`src/rtl/ipr_regs.svh`:
```
// Register offsets, field layout and reset values of the enable/priority block.
`ifndef IPR_REGS_SVH
`define IPR_REGS_SVH

// ****************************************
// Bus geometry
// ****************************************
`define IPR_ADDR_W     12
`define IPR_WORD_LSB   2
`define IPR_BYTE_W     8
`define IPR_LANE0      7:0
`define IPR_LANE1      15:8
`define IPR_RDATA_PAD  16'h0000

// ****************************************
// Register offsets (byte addresses)
// ****************************************
`define IPR_OFS_EN0    12'h000
`define IPR_OFS_EN1    12'h004
`define IPR_OFS_PRI0   12'h008
`define IPR_OFS_PRI1   12'h00C

// ****************************************
// Implemented bits and reset values
// ****************************************
`define IPR_EN0_MASK   16'hC3FF
`define IPR_EN1_MASK   16'h003F
`define IPR_PRI_MASK   16'h7777
`define IPR_EN_RST     16'h0000
`define IPR_PRI_RST    16'h4444

// ****************************************
// Field positions
// ****************************************
`define IPR_EN0_ADC    15:14
`define IPR_EN0_LOW    9:0
`define IPR_EN1_ADC    5:0
`define IPR_FLD3       14:12
`define IPR_FLD2       10:8
`define IPR_FLD1       6:4
`define IPR_FLD0       2:0
`define IPR_PRIO_OFF   3'h0

`endif

```
`src/rtl/ipr_pkg.sv`:
```
// Types shared by the enable/priority block.
package ipr_pkg;
	typedef logic [2:0] ipr_prio_t;
	typedef enum logic [0:0] {
		ST_IDLE = 1'b0,
		ST_RESP = 1'b1
	} ipr_state_t;
endpackage : ipr_pkg

```
`src/rtl/ipr_en_gate.sv`:
```
// Enable gating of the sources that carry only an enable bit here.
`timescale 1ns/1ns
module ipr_en_gate (
	input  wire logic        clk_sys, // System clock.
	input  wire logic        rst_n,   // Asynchronous reset, active low.
	input  wire logic        ce,      // Clock enable.
	input  wire logic [17:0] flag,    // Source flags.
	input  wire logic [17:0] en,      // Enable bits.
	output logic      [17:0] req      // Gated requests.
);
	always_ff @(posedge clk_sys or negedge rst_n) begin
		if (!rst_n) begin
			req <= 18'h00000;
		end else if (ce) begin
			req <= flag & en;
		end
	end
endmodule : ipr_en_gate

```
`src/rtl/ipr_prio_gate.sv`:
```
// One source gated by its enable and tagged with its priority level.
`timescale 1ns/1ns
`include "ipr_regs.svh"
module ipr_prio_gate (
	input  wire logic              clk_sys, // System clock.
	input  wire logic              rst_n,   // Asynchronous reset, active low.
	input  wire logic              ce,      // Clock enable.
	input  wire logic              flag,    // Source flag.
	input  wire logic              en,      // Enable bit.
	input  wire ipr_pkg::ipr_prio_t prio,   // Priority field.
	output logic                   req,     // Request to arbitration.
	output ipr_pkg::ipr_prio_t     level    // Level of the request.
);
	logic live;

	// Level zero means the source is switched off, enable or not.
	assign live = flag && en && (prio != `IPR_PRIO_OFF);

	always_ff @(posedge clk_sys or negedge rst_n) begin
		if (!rst_n) begin
			req   <= 1'b0;
			level <= `IPR_PRIO_OFF;
		end else if (ce) begin
			req   <= live;
			level <= live ? prio : `IPR_PRIO_OFF;
		end
	end
endmodule : ipr_prio_gate

```
`src/rtl/ipr_top.sv`:
```
// APB register file with interrupt enable and priority gating.
// Function
// - Enable one passes the source request.
// - Enable zero blocks the source request.
// - First enable register bit layout.
// - First enable bits 13..10 read zero.
// - Second enable: ADC pairs 7..2, rest zero.
// - Enables read/write, reset to zero.
// - Four 3-bit priority fields, gaps read zero.
// - Field 111 gives level 7.
// - Nonzero field gives level of its value.
// - Field 000 disables the source.
// - Priority fields reset to 100.
// - First priority register: timer1, oc1, ic1, ext0.
// - Second priority register: timer2, oc2, ic2, dma0.
`timescale 1ns/1ns
`include "ipr_regs.svh"
module ipr_top (
	input  wire logic                    clk_sys,           // System clock.
	input  wire logic                    rst_n,             // Reset, active low.
	input  wire logic                    ce,                // Clock enable.
	input  wire logic                    psel,              // APB select.
	input  wire logic                    penable,           // APB enable.
	input  wire logic                    pwrite,            // APB direction.
	input  wire logic [`IPR_ADDR_W-1:0]  paddr,             // APB address.
	input  wire logic [31:0]             pwdata,            // APB write data.
	input  wire logic [3:0]              pstrb,             // APB byte strobes.
	output logic      [31:0]             prdata,            // APB read data.
	output logic                         pready,            // APB ready.
	output logic                         pslverr,           // APB error.
	input  wire logic                    adc_pair0_flag,    // ADC pair 0 done.
	input  wire logic                    adc_pair1_flag,    // ADC pair 1 done.
	input  wire logic                    adc_pair2_flag,    // ADC pair 2 done.
	input  wire logic                    adc_pair3_flag,    // ADC pair 3 done.
	input  wire logic                    adc_pair4_flag,    // ADC pair 4 done.
	input  wire logic                    adc_pair5_flag,    // ADC pair 5 done.
	input  wire logic                    adc_pair6_flag,    // ADC pair 6 done.
	input  wire logic                    adc_pair7_flag,    // ADC pair 7 done.
	input  wire logic                    comparator2_flag,  // Comparator 2.
	input  wire logic                    comparator3_flag,  // Comparator 3.
	input  wire logic                    comparator4_flag,  // Comparator 4.
	input  wire logic                    pwm_gen3_flag,     // PWM 3.
	input  wire logic                    pwm_gen4_flag,     // PWM 4.
	input  wire logic                    pwm_gen5_flag,     // PWM 5.
	input  wire logic                    pwm_gen6_flag,     // PWM 6.
	input  wire logic                    pwm_gen7_flag,     // PWM 7.
	input  wire logic                    pwm_gen8_flag,     // PWM 8.
	input  wire logic                    pwm_gen9_flag,     // PWM 9.
	output logic                         adc_pair0_req,     // ADC pair 0 request.
	output logic                         adc_pair1_req,     // ADC pair 1 request.
	output logic                         adc_pair2_req,     // ADC pair 2 request.
	output logic                         adc_pair3_req,     // ADC pair 3 request.
	output logic                         adc_pair4_req,     // ADC pair 4 request.
	output logic                         adc_pair5_req,     // ADC pair 5 request.
	output logic                         adc_pair6_req,     // ADC pair 6 request.
	output logic                         adc_pair7_req,     // ADC pair 7 request.
	output logic                         comparator2_req,   // Comparator 2 request.
	output logic                         comparator3_req,   // Comparator 3 request.
	output logic                         comparator4_req,   // Comparator 4 request.
	output logic                         pwm_gen3_req,      // PWM 3 request.
	output logic                         pwm_gen4_req,      // PWM 4 request.
	output logic                         pwm_gen5_req,      // PWM 5 request.
	output logic                         pwm_gen6_req,      // PWM 6 request.
	output logic                         pwm_gen7_req,      // PWM 7 request.
	output logic                         pwm_gen8_req,      // PWM 8 request.
	output logic                         pwm_gen9_req,      // PWM 9 request.
	input  wire logic                    timer1_flag,       // Timer 1 flag.
	input  wire logic                    out_compare1_flag, // Output compare 1.
	input  wire logic                    in_capture1_flag,  // Input capture 1.
	input  wire logic                    ext_irq0_flag,     // External irq 0.
	input  wire logic                    timer2_flag,       // Timer 2 flag.
	input  wire logic                    out_compare2_flag, // Output compare 2.
	input  wire logic                    in_capture2_flag,  // Input capture 2.
	input  wire logic                    dma_ch0_done_flag, // DMA channel 0 done.
	input  wire logic                    timer1_en,         // Timer 1 enable.
	input  wire logic                    out_compare1_en,   // Output compare 1 en.
	input  wire logic                    in_capture1_en,    // Input capture 1 en.
	input  wire logic                    ext_irq0_en,       // External irq 0 en.
	input  wire logic                    timer2_en,         // Timer 2 enable.
	input  wire logic                    out_compare2_en,   // Output compare 2 en.
	input  wire logic                    in_capture2_en,    // Input capture 2 en.
	input  wire logic                    dma_ch0_done_en,   // DMA channel 0 en.
	output logic                         timer1_req,        // Timer 1 request.
	output logic                         out_compare1_req,  // Output compare 1 req.
	output logic                         in_capture1_req,   // Input capture 1 req.
	output logic                         ext_irq0_req,      // External irq 0 req.
	output logic                         timer2_req,        // Timer 2 request.
	output logic                         out_compare2_req,  // Output compare 2 req.
	output logic                         in_capture2_req,   // Input capture 2 req.
	output logic                         dma_ch0_done_req,  // DMA channel 0 req.
	output ipr_pkg::ipr_prio_t           timer1_level,      // Timer 1 level.
	output ipr_pkg::ipr_prio_t           out_compare1_level, // Output compare 1 lvl.
	output ipr_pkg::ipr_prio_t           in_capture1_level, // Input capture 1 lvl.
	output ipr_pkg::ipr_prio_t           ext_irq0_level,    // External irq 0 level.
	output ipr_pkg::ipr_prio_t           timer2_level,      // Timer 2 level.
	output ipr_pkg::ipr_prio_t           out_compare2_level, // Output compare 2 lvl.
	output ipr_pkg::ipr_prio_t           in_capture2_level, // Input capture 2 lvl.
	output ipr_pkg::ipr_prio_t           dma_ch0_done_level // DMA channel 0 level.
);
	// ****************************************
	// Decode and write merge
	// ****************************************
	// One-hot select of the four registers; all zero means unmapped.
	function automatic logic [3:0] reg_sel(input logic [`IPR_ADDR_W-1:0] a);
		logic [3:0] s;
		s = 4'h0;
		case (a)
			`IPR_OFS_EN0:  s = 4'h1;
			`IPR_OFS_EN1:  s = 4'h2;
			`IPR_OFS_PRI0: s = 4'h4;
			`IPR_OFS_PRI1: s = 4'h8;
			default:       s = 4'h0;
		endcase
		return s;
	endfunction : reg_sel

	// Strobed lanes replace the old value; unimplemented bits stay zero.
	function automatic logic [15:0] wr_merge(input logic [15:0] old,
		input logic [31:0] wd, input logic [3:0] st, input logic [15:0] mask);
		logic [15:0] r;
		r = old;
		if (st[0]) begin
			r[`IPR_LANE0] = wd[`IPR_LANE0];
		end
		if (st[1]) begin
			r[`IPR_LANE1] = wd[`IPR_LANE1];
		end
		return r & mask;
	endfunction : wr_merge

	logic [15:0]         adc_cmp_pwm_irq_enable;
	logic [15:0]         adc_pair_irq_enable_hi;
	logic [15:0]         irq_priority_ctrl_0;
	logic [15:0]         irq_priority_ctrl_1;
	ipr_pkg::ipr_state_t state;
	ipr_pkg::ipr_state_t next_state;
	logic [3:0]          sel;
	logic                wr_go;
	logic [15:0]         rd_word;

	assign sel = reg_sel(paddr);
	// Writes land at the edge where the master sees pready high.
	assign wr_go = (state == ipr_pkg::ST_RESP) && psel && penable && pwrite;

	// ****************************************
	// APB handshake
	// ****************************************
	always_comb begin
		next_state = state;
		case (state)
			ipr_pkg::ST_IDLE: begin
				if (psel && penable) begin
					next_state = ipr_pkg::ST_RESP;
				end
			end
			ipr_pkg::ST_RESP: begin
				next_state = ipr_pkg::ST_IDLE;
			end
			default: begin
				next_state = ipr_pkg::ST_IDLE;
			end
		endcase
	end

	always_ff @(posedge clk_sys or negedge rst_n) begin
		if (!rst_n) begin
			state <= ipr_pkg::ST_IDLE;
		end else if (ce) begin
			state <= next_state;
		end
	end

	always_comb begin
		rd_word = 16'h0000;
		case (sel)
			4'h1:    rd_word = adc_cmp_pwm_irq_enable & `IPR_EN0_MASK;
			4'h2:    rd_word = adc_pair_irq_enable_hi & `IPR_EN1_MASK;
			4'h4:    rd_word = irq_priority_ctrl_0 & `IPR_PRI_MASK;
			4'h8:    rd_word = irq_priority_ctrl_1 & `IPR_PRI_MASK;
			default: rd_word = 16'h0000;
		endcase
	end

	// Response is one wait state; data is captured when ready rises.
	always_ff @(posedge clk_sys or negedge rst_n) begin
		if (!rst_n) begin
			pready  <= 1'b0;
			pslverr <= 1'b0;
			prdata  <= 32'h00000000;
		end else if (ce) begin
			pready  <= (next_state == ipr_pkg::ST_RESP);
			pslverr <= (next_state == ipr_pkg::ST_RESP) && (sel == 4'h0);
			if (next_state == ipr_pkg::ST_RESP && !pwrite) begin
				prdata <= {`IPR_RDATA_PAD, rd_word};
			end else begin
				prdata <= 32'h00000000;
			end
		end
	end

	// ****************************************
	// Registers
	// ****************************************
	always_ff @(posedge clk_sys or negedge rst_n) begin
		if (!rst_n) begin
			adc_cmp_pwm_irq_enable <= `IPR_EN_RST;
		end else if (ce && wr_go && sel[0]) begin
			adc_cmp_pwm_irq_enable <= wr_merge(adc_cmp_pwm_irq_enable, pwdata,
				pstrb, `IPR_EN0_MASK);
		end
	end

	always_ff @(posedge clk_sys or negedge rst_n) begin
		if (!rst_n) begin
			adc_pair_irq_enable_hi <= `IPR_EN_RST;
		end else if (ce && wr_go && sel[1]) begin
			adc_pair_irq_enable_hi <= wr_merge(adc_pair_irq_enable_hi, pwdata,
				pstrb, `IPR_EN1_MASK);
		end
	end

	always_ff @(posedge clk_sys or negedge rst_n) begin
		if (!rst_n) begin
			irq_priority_ctrl_0 <= `IPR_PRI_RST;
		end else if (ce && wr_go && sel[2]) begin
			irq_priority_ctrl_0 <= wr_merge(irq_priority_ctrl_0, pwdata,
				pstrb, `IPR_PRI_MASK);
		end
	end

	always_ff @(posedge clk_sys or negedge rst_n) begin
		if (!rst_n) begin
			irq_priority_ctrl_1 <= `IPR_PRI_RST;
		end else if (ce && wr_go && sel[3]) begin
			irq_priority_ctrl_1 <= wr_merge(irq_priority_ctrl_1, pwdata,
				pstrb, `IPR_PRI_MASK);
		end
	end

	// ****************************************
	// Enable-only sources
	// ****************************************
	logic [17:0] gate_flag;
	logic [17:0] gate_en;
	logic [17:0] gate_req;

	assign gate_flag = {adc_pair7_flag, adc_pair6_flag, adc_pair5_flag,
		adc_pair4_flag, adc_pair3_flag, adc_pair2_flag, adc_pair1_flag,
		adc_pair0_flag, comparator4_flag, comparator3_flag, comparator2_flag,
		pwm_gen9_flag, pwm_gen8_flag, pwm_gen7_flag, pwm_gen6_flag,
		pwm_gen5_flag, pwm_gen4_flag, pwm_gen3_flag};
	assign gate_en = {adc_pair_irq_enable_hi[`IPR_EN1_ADC],
		adc_cmp_pwm_irq_enable[`IPR_EN0_ADC],
		adc_cmp_pwm_irq_enable[`IPR_EN0_LOW]};

	ipr_en_gate u_en_gate (
		.clk_sys (clk_sys),
		.rst_n   (rst_n),
		.ce      (ce),
		.flag    (gate_flag),
		.en      (gate_en),
		.req     (gate_req)
	);

	assign {adc_pair7_req, adc_pair6_req, adc_pair5_req, adc_pair4_req,
		adc_pair3_req, adc_pair2_req, adc_pair1_req, adc_pair0_req,
		comparator4_req, comparator3_req, comparator2_req, pwm_gen9_req,
		pwm_gen8_req, pwm_gen7_req, pwm_gen6_req, pwm_gen5_req,
		pwm_gen4_req, pwm_gen3_req} = gate_req;

	// ****************************************
	// Prioritised sources
	// ****************************************
	ipr_pkg::ipr_prio_t timer1_prio;
	ipr_pkg::ipr_prio_t out_compare1_prio;
	ipr_pkg::ipr_prio_t in_capture1_prio;
	ipr_pkg::ipr_prio_t ext_irq0_prio;
	ipr_pkg::ipr_prio_t timer2_prio;
	ipr_pkg::ipr_prio_t out_compare2_prio;
	ipr_pkg::ipr_prio_t in_capture2_prio;
	ipr_pkg::ipr_prio_t dma_ch0_done_prio;
	logic [7:0]         p_flag;
	logic [7:0]         p_en;
	logic [7:0]         p_req;
	ipr_pkg::ipr_prio_t p_prio [8];
	ipr_pkg::ipr_prio_t p_lvl  [8];

	assign timer1_prio       = irq_priority_ctrl_0[`IPR_FLD3];
	assign out_compare1_prio = irq_priority_ctrl_0[`IPR_FLD2];
	assign in_capture1_prio  = irq_priority_ctrl_0[`IPR_FLD1];
	assign ext_irq0_prio     = irq_priority_ctrl_0[`IPR_FLD0];
	assign timer2_prio       = irq_priority_ctrl_1[`IPR_FLD3];
	assign out_compare2_prio = irq_priority_ctrl_1[`IPR_FLD2];
	assign in_capture2_prio  = irq_priority_ctrl_1[`IPR_FLD1];
	assign dma_ch0_done_prio = irq_priority_ctrl_1[`IPR_FLD0];

	assign p_flag = {dma_ch0_done_flag, in_capture2_flag, out_compare2_flag,
		timer2_flag, ext_irq0_flag, in_capture1_flag, out_compare1_flag,
		timer1_flag};
	assign p_en = {dma_ch0_done_en, in_capture2_en, out_compare2_en,
		timer2_en, ext_irq0_en, in_capture1_en, out_compare1_en, timer1_en};
	assign p_prio = '{timer1_prio, out_compare1_prio, in_capture1_prio,
		ext_irq0_prio, timer2_prio, out_compare2_prio, in_capture2_prio,
		dma_ch0_done_prio};

	for (genvar i = 0; i < 8; i++) begin : g_prio
		ipr_prio_gate u_gate (
			.clk_sys (clk_sys),
			.rst_n   (rst_n),
			.ce      (ce),
			.flag    (p_flag[i]),
			.en      (p_en[i]),
			.prio    (p_prio[i]),
			.req     (p_req[i]),
			.level   (p_lvl[i])
		);
	end

	assign {dma_ch0_done_req, in_capture2_req, out_compare2_req, timer2_req,
		ext_irq0_req, in_capture1_req, out_compare1_req, timer1_req} = p_req;
	assign timer1_level       = p_lvl[0];
	assign out_compare1_level = p_lvl[1];
	assign in_capture1_level  = p_lvl[2];
	assign ext_irq0_level     = p_lvl[3];
	assign timer2_level       = p_lvl[4];
	assign out_compare2_level = p_lvl[5];
	assign in_capture2_level  = p_lvl[6];
	assign dma_ch0_done_level = p_lvl[7];
endmodule : ipr_top

```
`config.mk`:
```
export PLATFORM = sky130hd
export DESIGN_NAME = ipr_top
export DESIGN_NICKNAME = d
export VERILOG_FILES = /design/src/rtl/ipr_pkg.sv /design/src/rtl/ipr_en_gate.sv /design/src/rtl/ipr_prio_gate.sv /design/src/rtl/ipr_top.sv
export VERILOG_INCLUDE_DIRS = /design/src /design/src/rtl
export SDC_FILE = /design/constraint.sdc
export NUM_CORES = 1
export LEC_CHECK = 0
export ABC_AREA = 1
export BUFFER_PORTS_ARGS = -buffer_cell sky130_fd_sc_hd__buf_2
export CAP_MARGIN = 25
export CORE_AREA = 2 2 130 132
export DETAILED_ROUTE_END_ITERATION = 8
export DIE_AREA = 0 0 132 134
export PLACE_DENSITY = 0.59
export SLEW_MARGIN = 20
export SYNTH_ARGS = -nofsm -noshare
export SYNTH_HDL_FRONTEND = slang
export SYNTH_SLANG_ARGS = --single-unit
```
`constraint.sdc`:
```
create_clock -name clk_sys -period 1.6 [get_ports clk_sys]
set_input_delay 0.48 -clock clk_sys [delete_from_list [all_inputs] [get_ports clk_sys]]
set_output_delay 0.48 -clock clk_sys [all_outputs]
set_load 0.005 [all_outputs]
```
# ---- Word-level counts from Yosys, hierarchy flattened
# Cells that the tools add are included.
dict set report word_totals {
  input_bits 88
  regBits 126
  word_cells 94
  output_inout_bits 84
}
dict set report op_classes {
  muxes 13
  eq_ne 7
  bitwise 2
  n_reduce_logical 45
}
# cell n
set ops {}
lappend ops {{one-hot mux 16 bit (4 select lines)} 1}
lappend ops {{logical AND 1 bit} 27}
lappend ops {{== test 12 x 4 -> 1 bit (second input constant)} 2}
lappend ops {{2-to-1 mux 3 bit} 8}
lappend ops {{nonzero test 3 bit} 8}
lappend ops {{bitwise AND 18 bit} 1}
lappend ops {{2-to-1 mux 16 bit} 1}
lappend ops {{one-hot mux 4 bit (4 select lines)} 1}
lappend ops {{AND reduction 2 bit} 7}
lappend ops {{== test 12 x 3 -> 1 bit (second input constant)} 1}
lappend ops {{zero test 12 bit} 1}
lappend ops {{== test 4 x 1 -> 1 bit (second input constant)} 1}
lappend ops {{== test 4 x 2 -> 1 bit (second input constant)} 1}
lappend ops {{== test 4 x 3 -> 1 bit (second input constant)} 1}
lappend ops {{== test 4 bit (second input constant)} 1}
lappend ops {{zero test 4 bit} 1}
lappend ops {{one-hot mux 1 bit (2 select lines)} 1}
lappend ops {{zero test 1 bit} 1}
lappend ops {{2-to-1 mux 1 bit} 1}
lappend ops {{inverter 1 bit} 1}

# ---- Longest topological paths before layout
dict set report logic_depth {
  word_depth 6
  ltp_mapped 9
  mapped_depth_nobuf 8
}

# ---- Modules after synthesis
# A second synthesis with hierarchy kept.
dict set report unflattened {
  cells_unflattened 591
  area_unflattened_um2 4971.0
}
# module n_inst cells_per_inst seq_area_each_um2 area_each_um2
set modules_own_cells {}
lappend modules_own_cells {ipr_top 1 339 1486.4 2817.7}
lappend modules_own_cells {ipr_prio_gate 8 22 100.1 175.2}
lappend modules_own_cells {ipr_en_gate 1 76 450.4 752.0}

# ---- Worst setup path after synthesis
# Ideal clock, no wire load.
dict set report synth_timing {
  kind {input to register}
  from {input paddr[11]}
  to {register adc_pair_irq_enable_hi[2]}
  t_required_ps 1481
  setup_ps 119
  slack_ps 94
  path_buffers 2
  stages 8
  arrival_time_ps 1386
  path_cell_list {nor2_1 nand2_1 nor2_4 buf_4 nand3_2 buf_6 nand2_1 o21ai_2}
}
dict set report synth_via {
  elab_chain_len 4
}
# element line
set synth_lines {}
lappend synth_lines {{from (decl)} ipr_top.sv:25} ;# input wire logic [`IPR_ADDR_W-1:0] paddr,
lappend synth_lines {{== test 12 x 4 -> 1 bit (tied with other cells)} ipr_top.sv:107} ;# case (a)
lappend synth_lines {{one-hot mux 4 bit (4 select lines) (*)} ipr_top.sv:107}
lappend synth_lines {{logical AND 1 bit (*)} ipr_top.sv:216} ;# end else if (ce && wr_go && sel[1]) begin
lappend synth_lines {{AND reduction 2 bit (no line) (*)} n/a}
lappend synth_lines {{to (signal assigned)} ipr_top.sv:215} ;# adc_pair_irq_enable_hi <= `IPR_EN_RST;
lappend synth_lines {{to (signal assigned)} ipr_top.sv:217} ;# adc_pair_irq_enable_hi <= wr_merge(adc_pair_irq_enable_hi, pwdata,
lappend synth_lines {{to (decl)} ipr_top.sv:132} ;# logic [15:0] adc_pair_irq_enable_hi;
# Mark *: on every way between the ends. The rest lies on a longest branch, timed or not.
# A chain may end at the register's enable or synchronous reset.

# ---- Worst setup path in the final report
dict set report layout_timing {
  from {register pready}
  to {output pready}
}
# element line
set layout_rtl {}
lappend layout_rtl {{from (decl)} ipr_top.sv:29} ;# output logic pready,
lappend layout_rtl {{from (signal assigned)} ipr_top.sv:191} ;# pready <= (next_state == ipr_pkg::ST_RESP);
# No word-level cell between the ends.

==> results.md <==
* CTS tree: yes
* DIE HEIGHT at 134 um
* P&R area growth vs syn at 29.82%
* DR pass1 iterations at 4
* Yosys warns at 0
* Clock Tree Buf Depth at 2
* Grt met1 use at 20.50%
* EDFF count, synth at 0
* Htree depth at 3
* Max FO, Critical Path at 4
* DRT iter0 DRCs at 193
* Yosys cell types at 23
* Critical path type: reg2out
* Cell Area, Synth at 0.004778 mm2
* Gr busiest metal: met2
* Post-CTS Setup Repair Bufs at 0
* Startpoint Class: register
* Core area at 0.01629 mm2
* Number of global-route vias before repair at 4031
* Via count at 4037
* Fin Clk Skew at 0.007001 ns
* Slew Viols, Final at 0
* Hold WC Path Type: in2async
* Main flop type after synthesis: dfrtp_1
* Root Driver: clkbuf_16
* Seq/Total Area, Yosys at 57.29%
* Status: finished clean
* CP max-delay cell: dfrtp_1
* Share of cells above drive strength 1 at 29.61%
* CP Buf/Inv Count at 1
* DPL Wire Length at 9950 um
* Synth area leader: dfrtp_1
* Initial antenna violation count at 0
* Pwr per Cell Area at 876.6 mW/mm2
* Highest clock rate at 0.7098 GHz
* Ant. Diodes at 0
* IO Count at 172
* Final WL at 13120 um
* Synth Area per Inst at 8.656 um2
* Die area at 0.01769 mm2
* Max cap viols at 0
* Via/cell ratio at 4.313
* Critical Path RT at 1.12 ns
* GPL Wtd Cong at 0.7653
* Arrival @ worst endpoint at 0.93 ns
* Fill cells at 1708
* Unrepaired setup endpoints after global routing: no
* FF+latch count, synth at 109
* Delay of the slowest critical-path stage at 0.43 ns
* Die width at 132 um
* Setup-failing EPs final at 0
* GR Layer Usage met2 at 26.22%
* Util after Layout at 38.08%
* Capturing element type of the critical path: output pin
* Number of hold violations in the final report at 0
* Final WS setup at 0.1912 ns
* Initial cell density of the core at 29.33%
* Largest cells by area after synthesis: dfrtp_1 53%, nand2_1 13%, nand3_1 7.2%
* Pin count of the biggest net entering global routing at 28
* Met3 global-route usage at 4.157%
* FF+latch area at 0.002738 mm2
* Post-synth top area share at 52.89%
* Clock Latency Late Sink at 0.35 ns
* Layout Nets at 799
* Num CTS Buffers at 9
* Antenna Nets Post-Route at 0
* Cell family with most CP delay: flip-flops
* Post-synth ARST share at 100.0%
* WL/cell at 14.01 um
* Synth Instances at 552
* GR Overflow Total at 0
* Buffers added on ports at 135
* First-pass GRT wire length at 21680 um
* Lkg Pwr at 3.284 nW
* # clock sinks at 109
* Worst path cell trace: buf_2
* Pre-CTS WS at -0.1041 ns
* Peak supply drop at 0.0005782 V
* Final Cycle Share at 88.05%
* Multi-input logic area at 0.001690 mm2
* Num rows at 47
* Clock Pin Slew Worst Setup and Hold Paths at 0.07 ns
* R2R setup slack at 0.20 ns
* DRC at 0
* Tmin final at 1.409 ns
* GRT Overall Usage at 15.76%
[metal layers]
| layer | share of wire [%] | vias to the layer above | wire, um |
|---|---|---|---|
| li1 | - | 2074 | - |
| met1 | 45 | 1844 | 5903 |
| met2 | 48 | 109 | 6331 |
| met3 | 5.5 | 10 | 726 |
| met4 | 1.2 | 0 | 156 |
| met5 | 0 | - | 0 |
[repair_timing]
action / in CTS / in global routing
hold buffers: 0 / 0
endpoints found under the hold margin: 0 / 0
resized for setup: 0 / 1
setup endpoints to repair: 0 / 5
[metrics by stage]
step	instance area (um2)	cells	hold slack [ns]	TNS, ns	total power, W
6_report	6203	936	0.04858	0	0.005438
5_1_grt	6203	936	0.05550	0	0.005664
4_1_cts	6201	936	0.04338	0	0.005512
3_5_place_dp	5888	920	0.4190	-2.043	0.003155
3_3_place_gp	5888	920	0.4286	-1.610	0.003152
2_1_floorplan	4838	568	0.1844	0	0.002949
[cell families after synthesis]
kind of cell    after synthesis  synth area share, %
compound gates               87                9.662
buf+inv                      85                8.641
flops                       109                57.29
other cells                   1              0.07848
simple gates                270                24.33
[state kept, by name, summed over array words and instances (netlist names)]
| name | flops |
|---|---|
| adc_cmp_pwm_irq_enable | 12 |
| adc_pair_irq_enable_hi | 6 |
| g_prio.u_gate.level | 24 |
| g_prio.u_gate.req | 8 |
| irq_priority_ctrl_0 | 12 |
| irq_priority_ctrl_1 | 12 |
| prdata | 15 |
| pready | 1 |
| pslverr | 1 |
| u_en_gate.req | 18 |
[layout by cell type, fill, tap and decap left out]
master / Yosys / routed
nor2_1: 14 / 13
o21ai_2: 6 / 6
bufinv_16: 0 / 1
a21oi_1: 2 / 2
clkbuf_16: 0 / 9
o21ai_1: 46 / 46
nor3_1: 7 / 7
inv_2: 1 / 1
buf_2: 12 / 134
o21ai_0: 32 / 32
o311ai_0: 1 / 1
dfstp_2: 8 / 8
buf_4: 19 / 33
nand3_2: 4 / 4
nand2_1: 170 / 170
nand3_1: 69 / 69
clkbuf_8: 0 / 3
inv_6: 0 / 1
nor2_4: 2 / 2
buf_12: 0 / 5
conb_1: 1 / 17
dfrtp_1: 101 / 101
inv_1: 44 / 44
nor2_2: 3 / 4
clkbuf_1: 6 / 2
nor3_2: 1 / 1
[layout make-up]
| class | instances | area share [%] |
|---|---|---|
| flip-flops and latches | 109 | 44.13 |
| clock inverters | 2 | 0.6253 |
| well taps | 220 | 4.437 |
| multi-input cells | 374 | 27.25 |
| clock buffers | 14 | 4.417 |
| repair buffers | 172 | 16.42 |
| inverters | 45 | 2.723 |
[cells in the mapped netlist, types with 3 or more instances]
master / count
buf_2: 12
buf_4: 19
clkbuf_1: 6
dfrtp_1: 101
dfstp_2: 8
inv_1: 44
nand2_1: 170
nand3_1: 69
nand3_2: 4
nor2_1: 14
nor2_2: 3
nor3_1: 7
o21ai_0: 32
o21ai_1: 46
o21ai_2: 6
[power breakdown]
| part | switching [W] | total (W) | internal, W |
|---|---|---|---|
| Combinational | 0.000204 | 0.000324 | 0.000120 |
| Sequential | 0.00000585 | 0.00277 | 0.00276 |
| Clock | 0.000993 | 0.00234 | 0.00135 |
| Total | 0.00120 | 0.00544 | 0.00423 |
[worst paths after layout]
| path | depth (start not counted) | start | to |
|---|---|---|---|
| setup / recovery | 1 | pready | pready |
| hold reg to reg | 2 | u_en_gate.req[12] | u_en_gate.req[12] |
| min in group clk_sys | 3 | pwm_gen4_flag | u_en_gate.req[1] |
| setup reg to reg | 8 | pready | prdata[1] |
| max in group asynchronous | 2 | rst_n | irq_priority_ctrl_1[10] |
| hold / removal | 1 | rst_n | g_prio[0].u_gate.req |
Power figures use the tool's default switching activity.
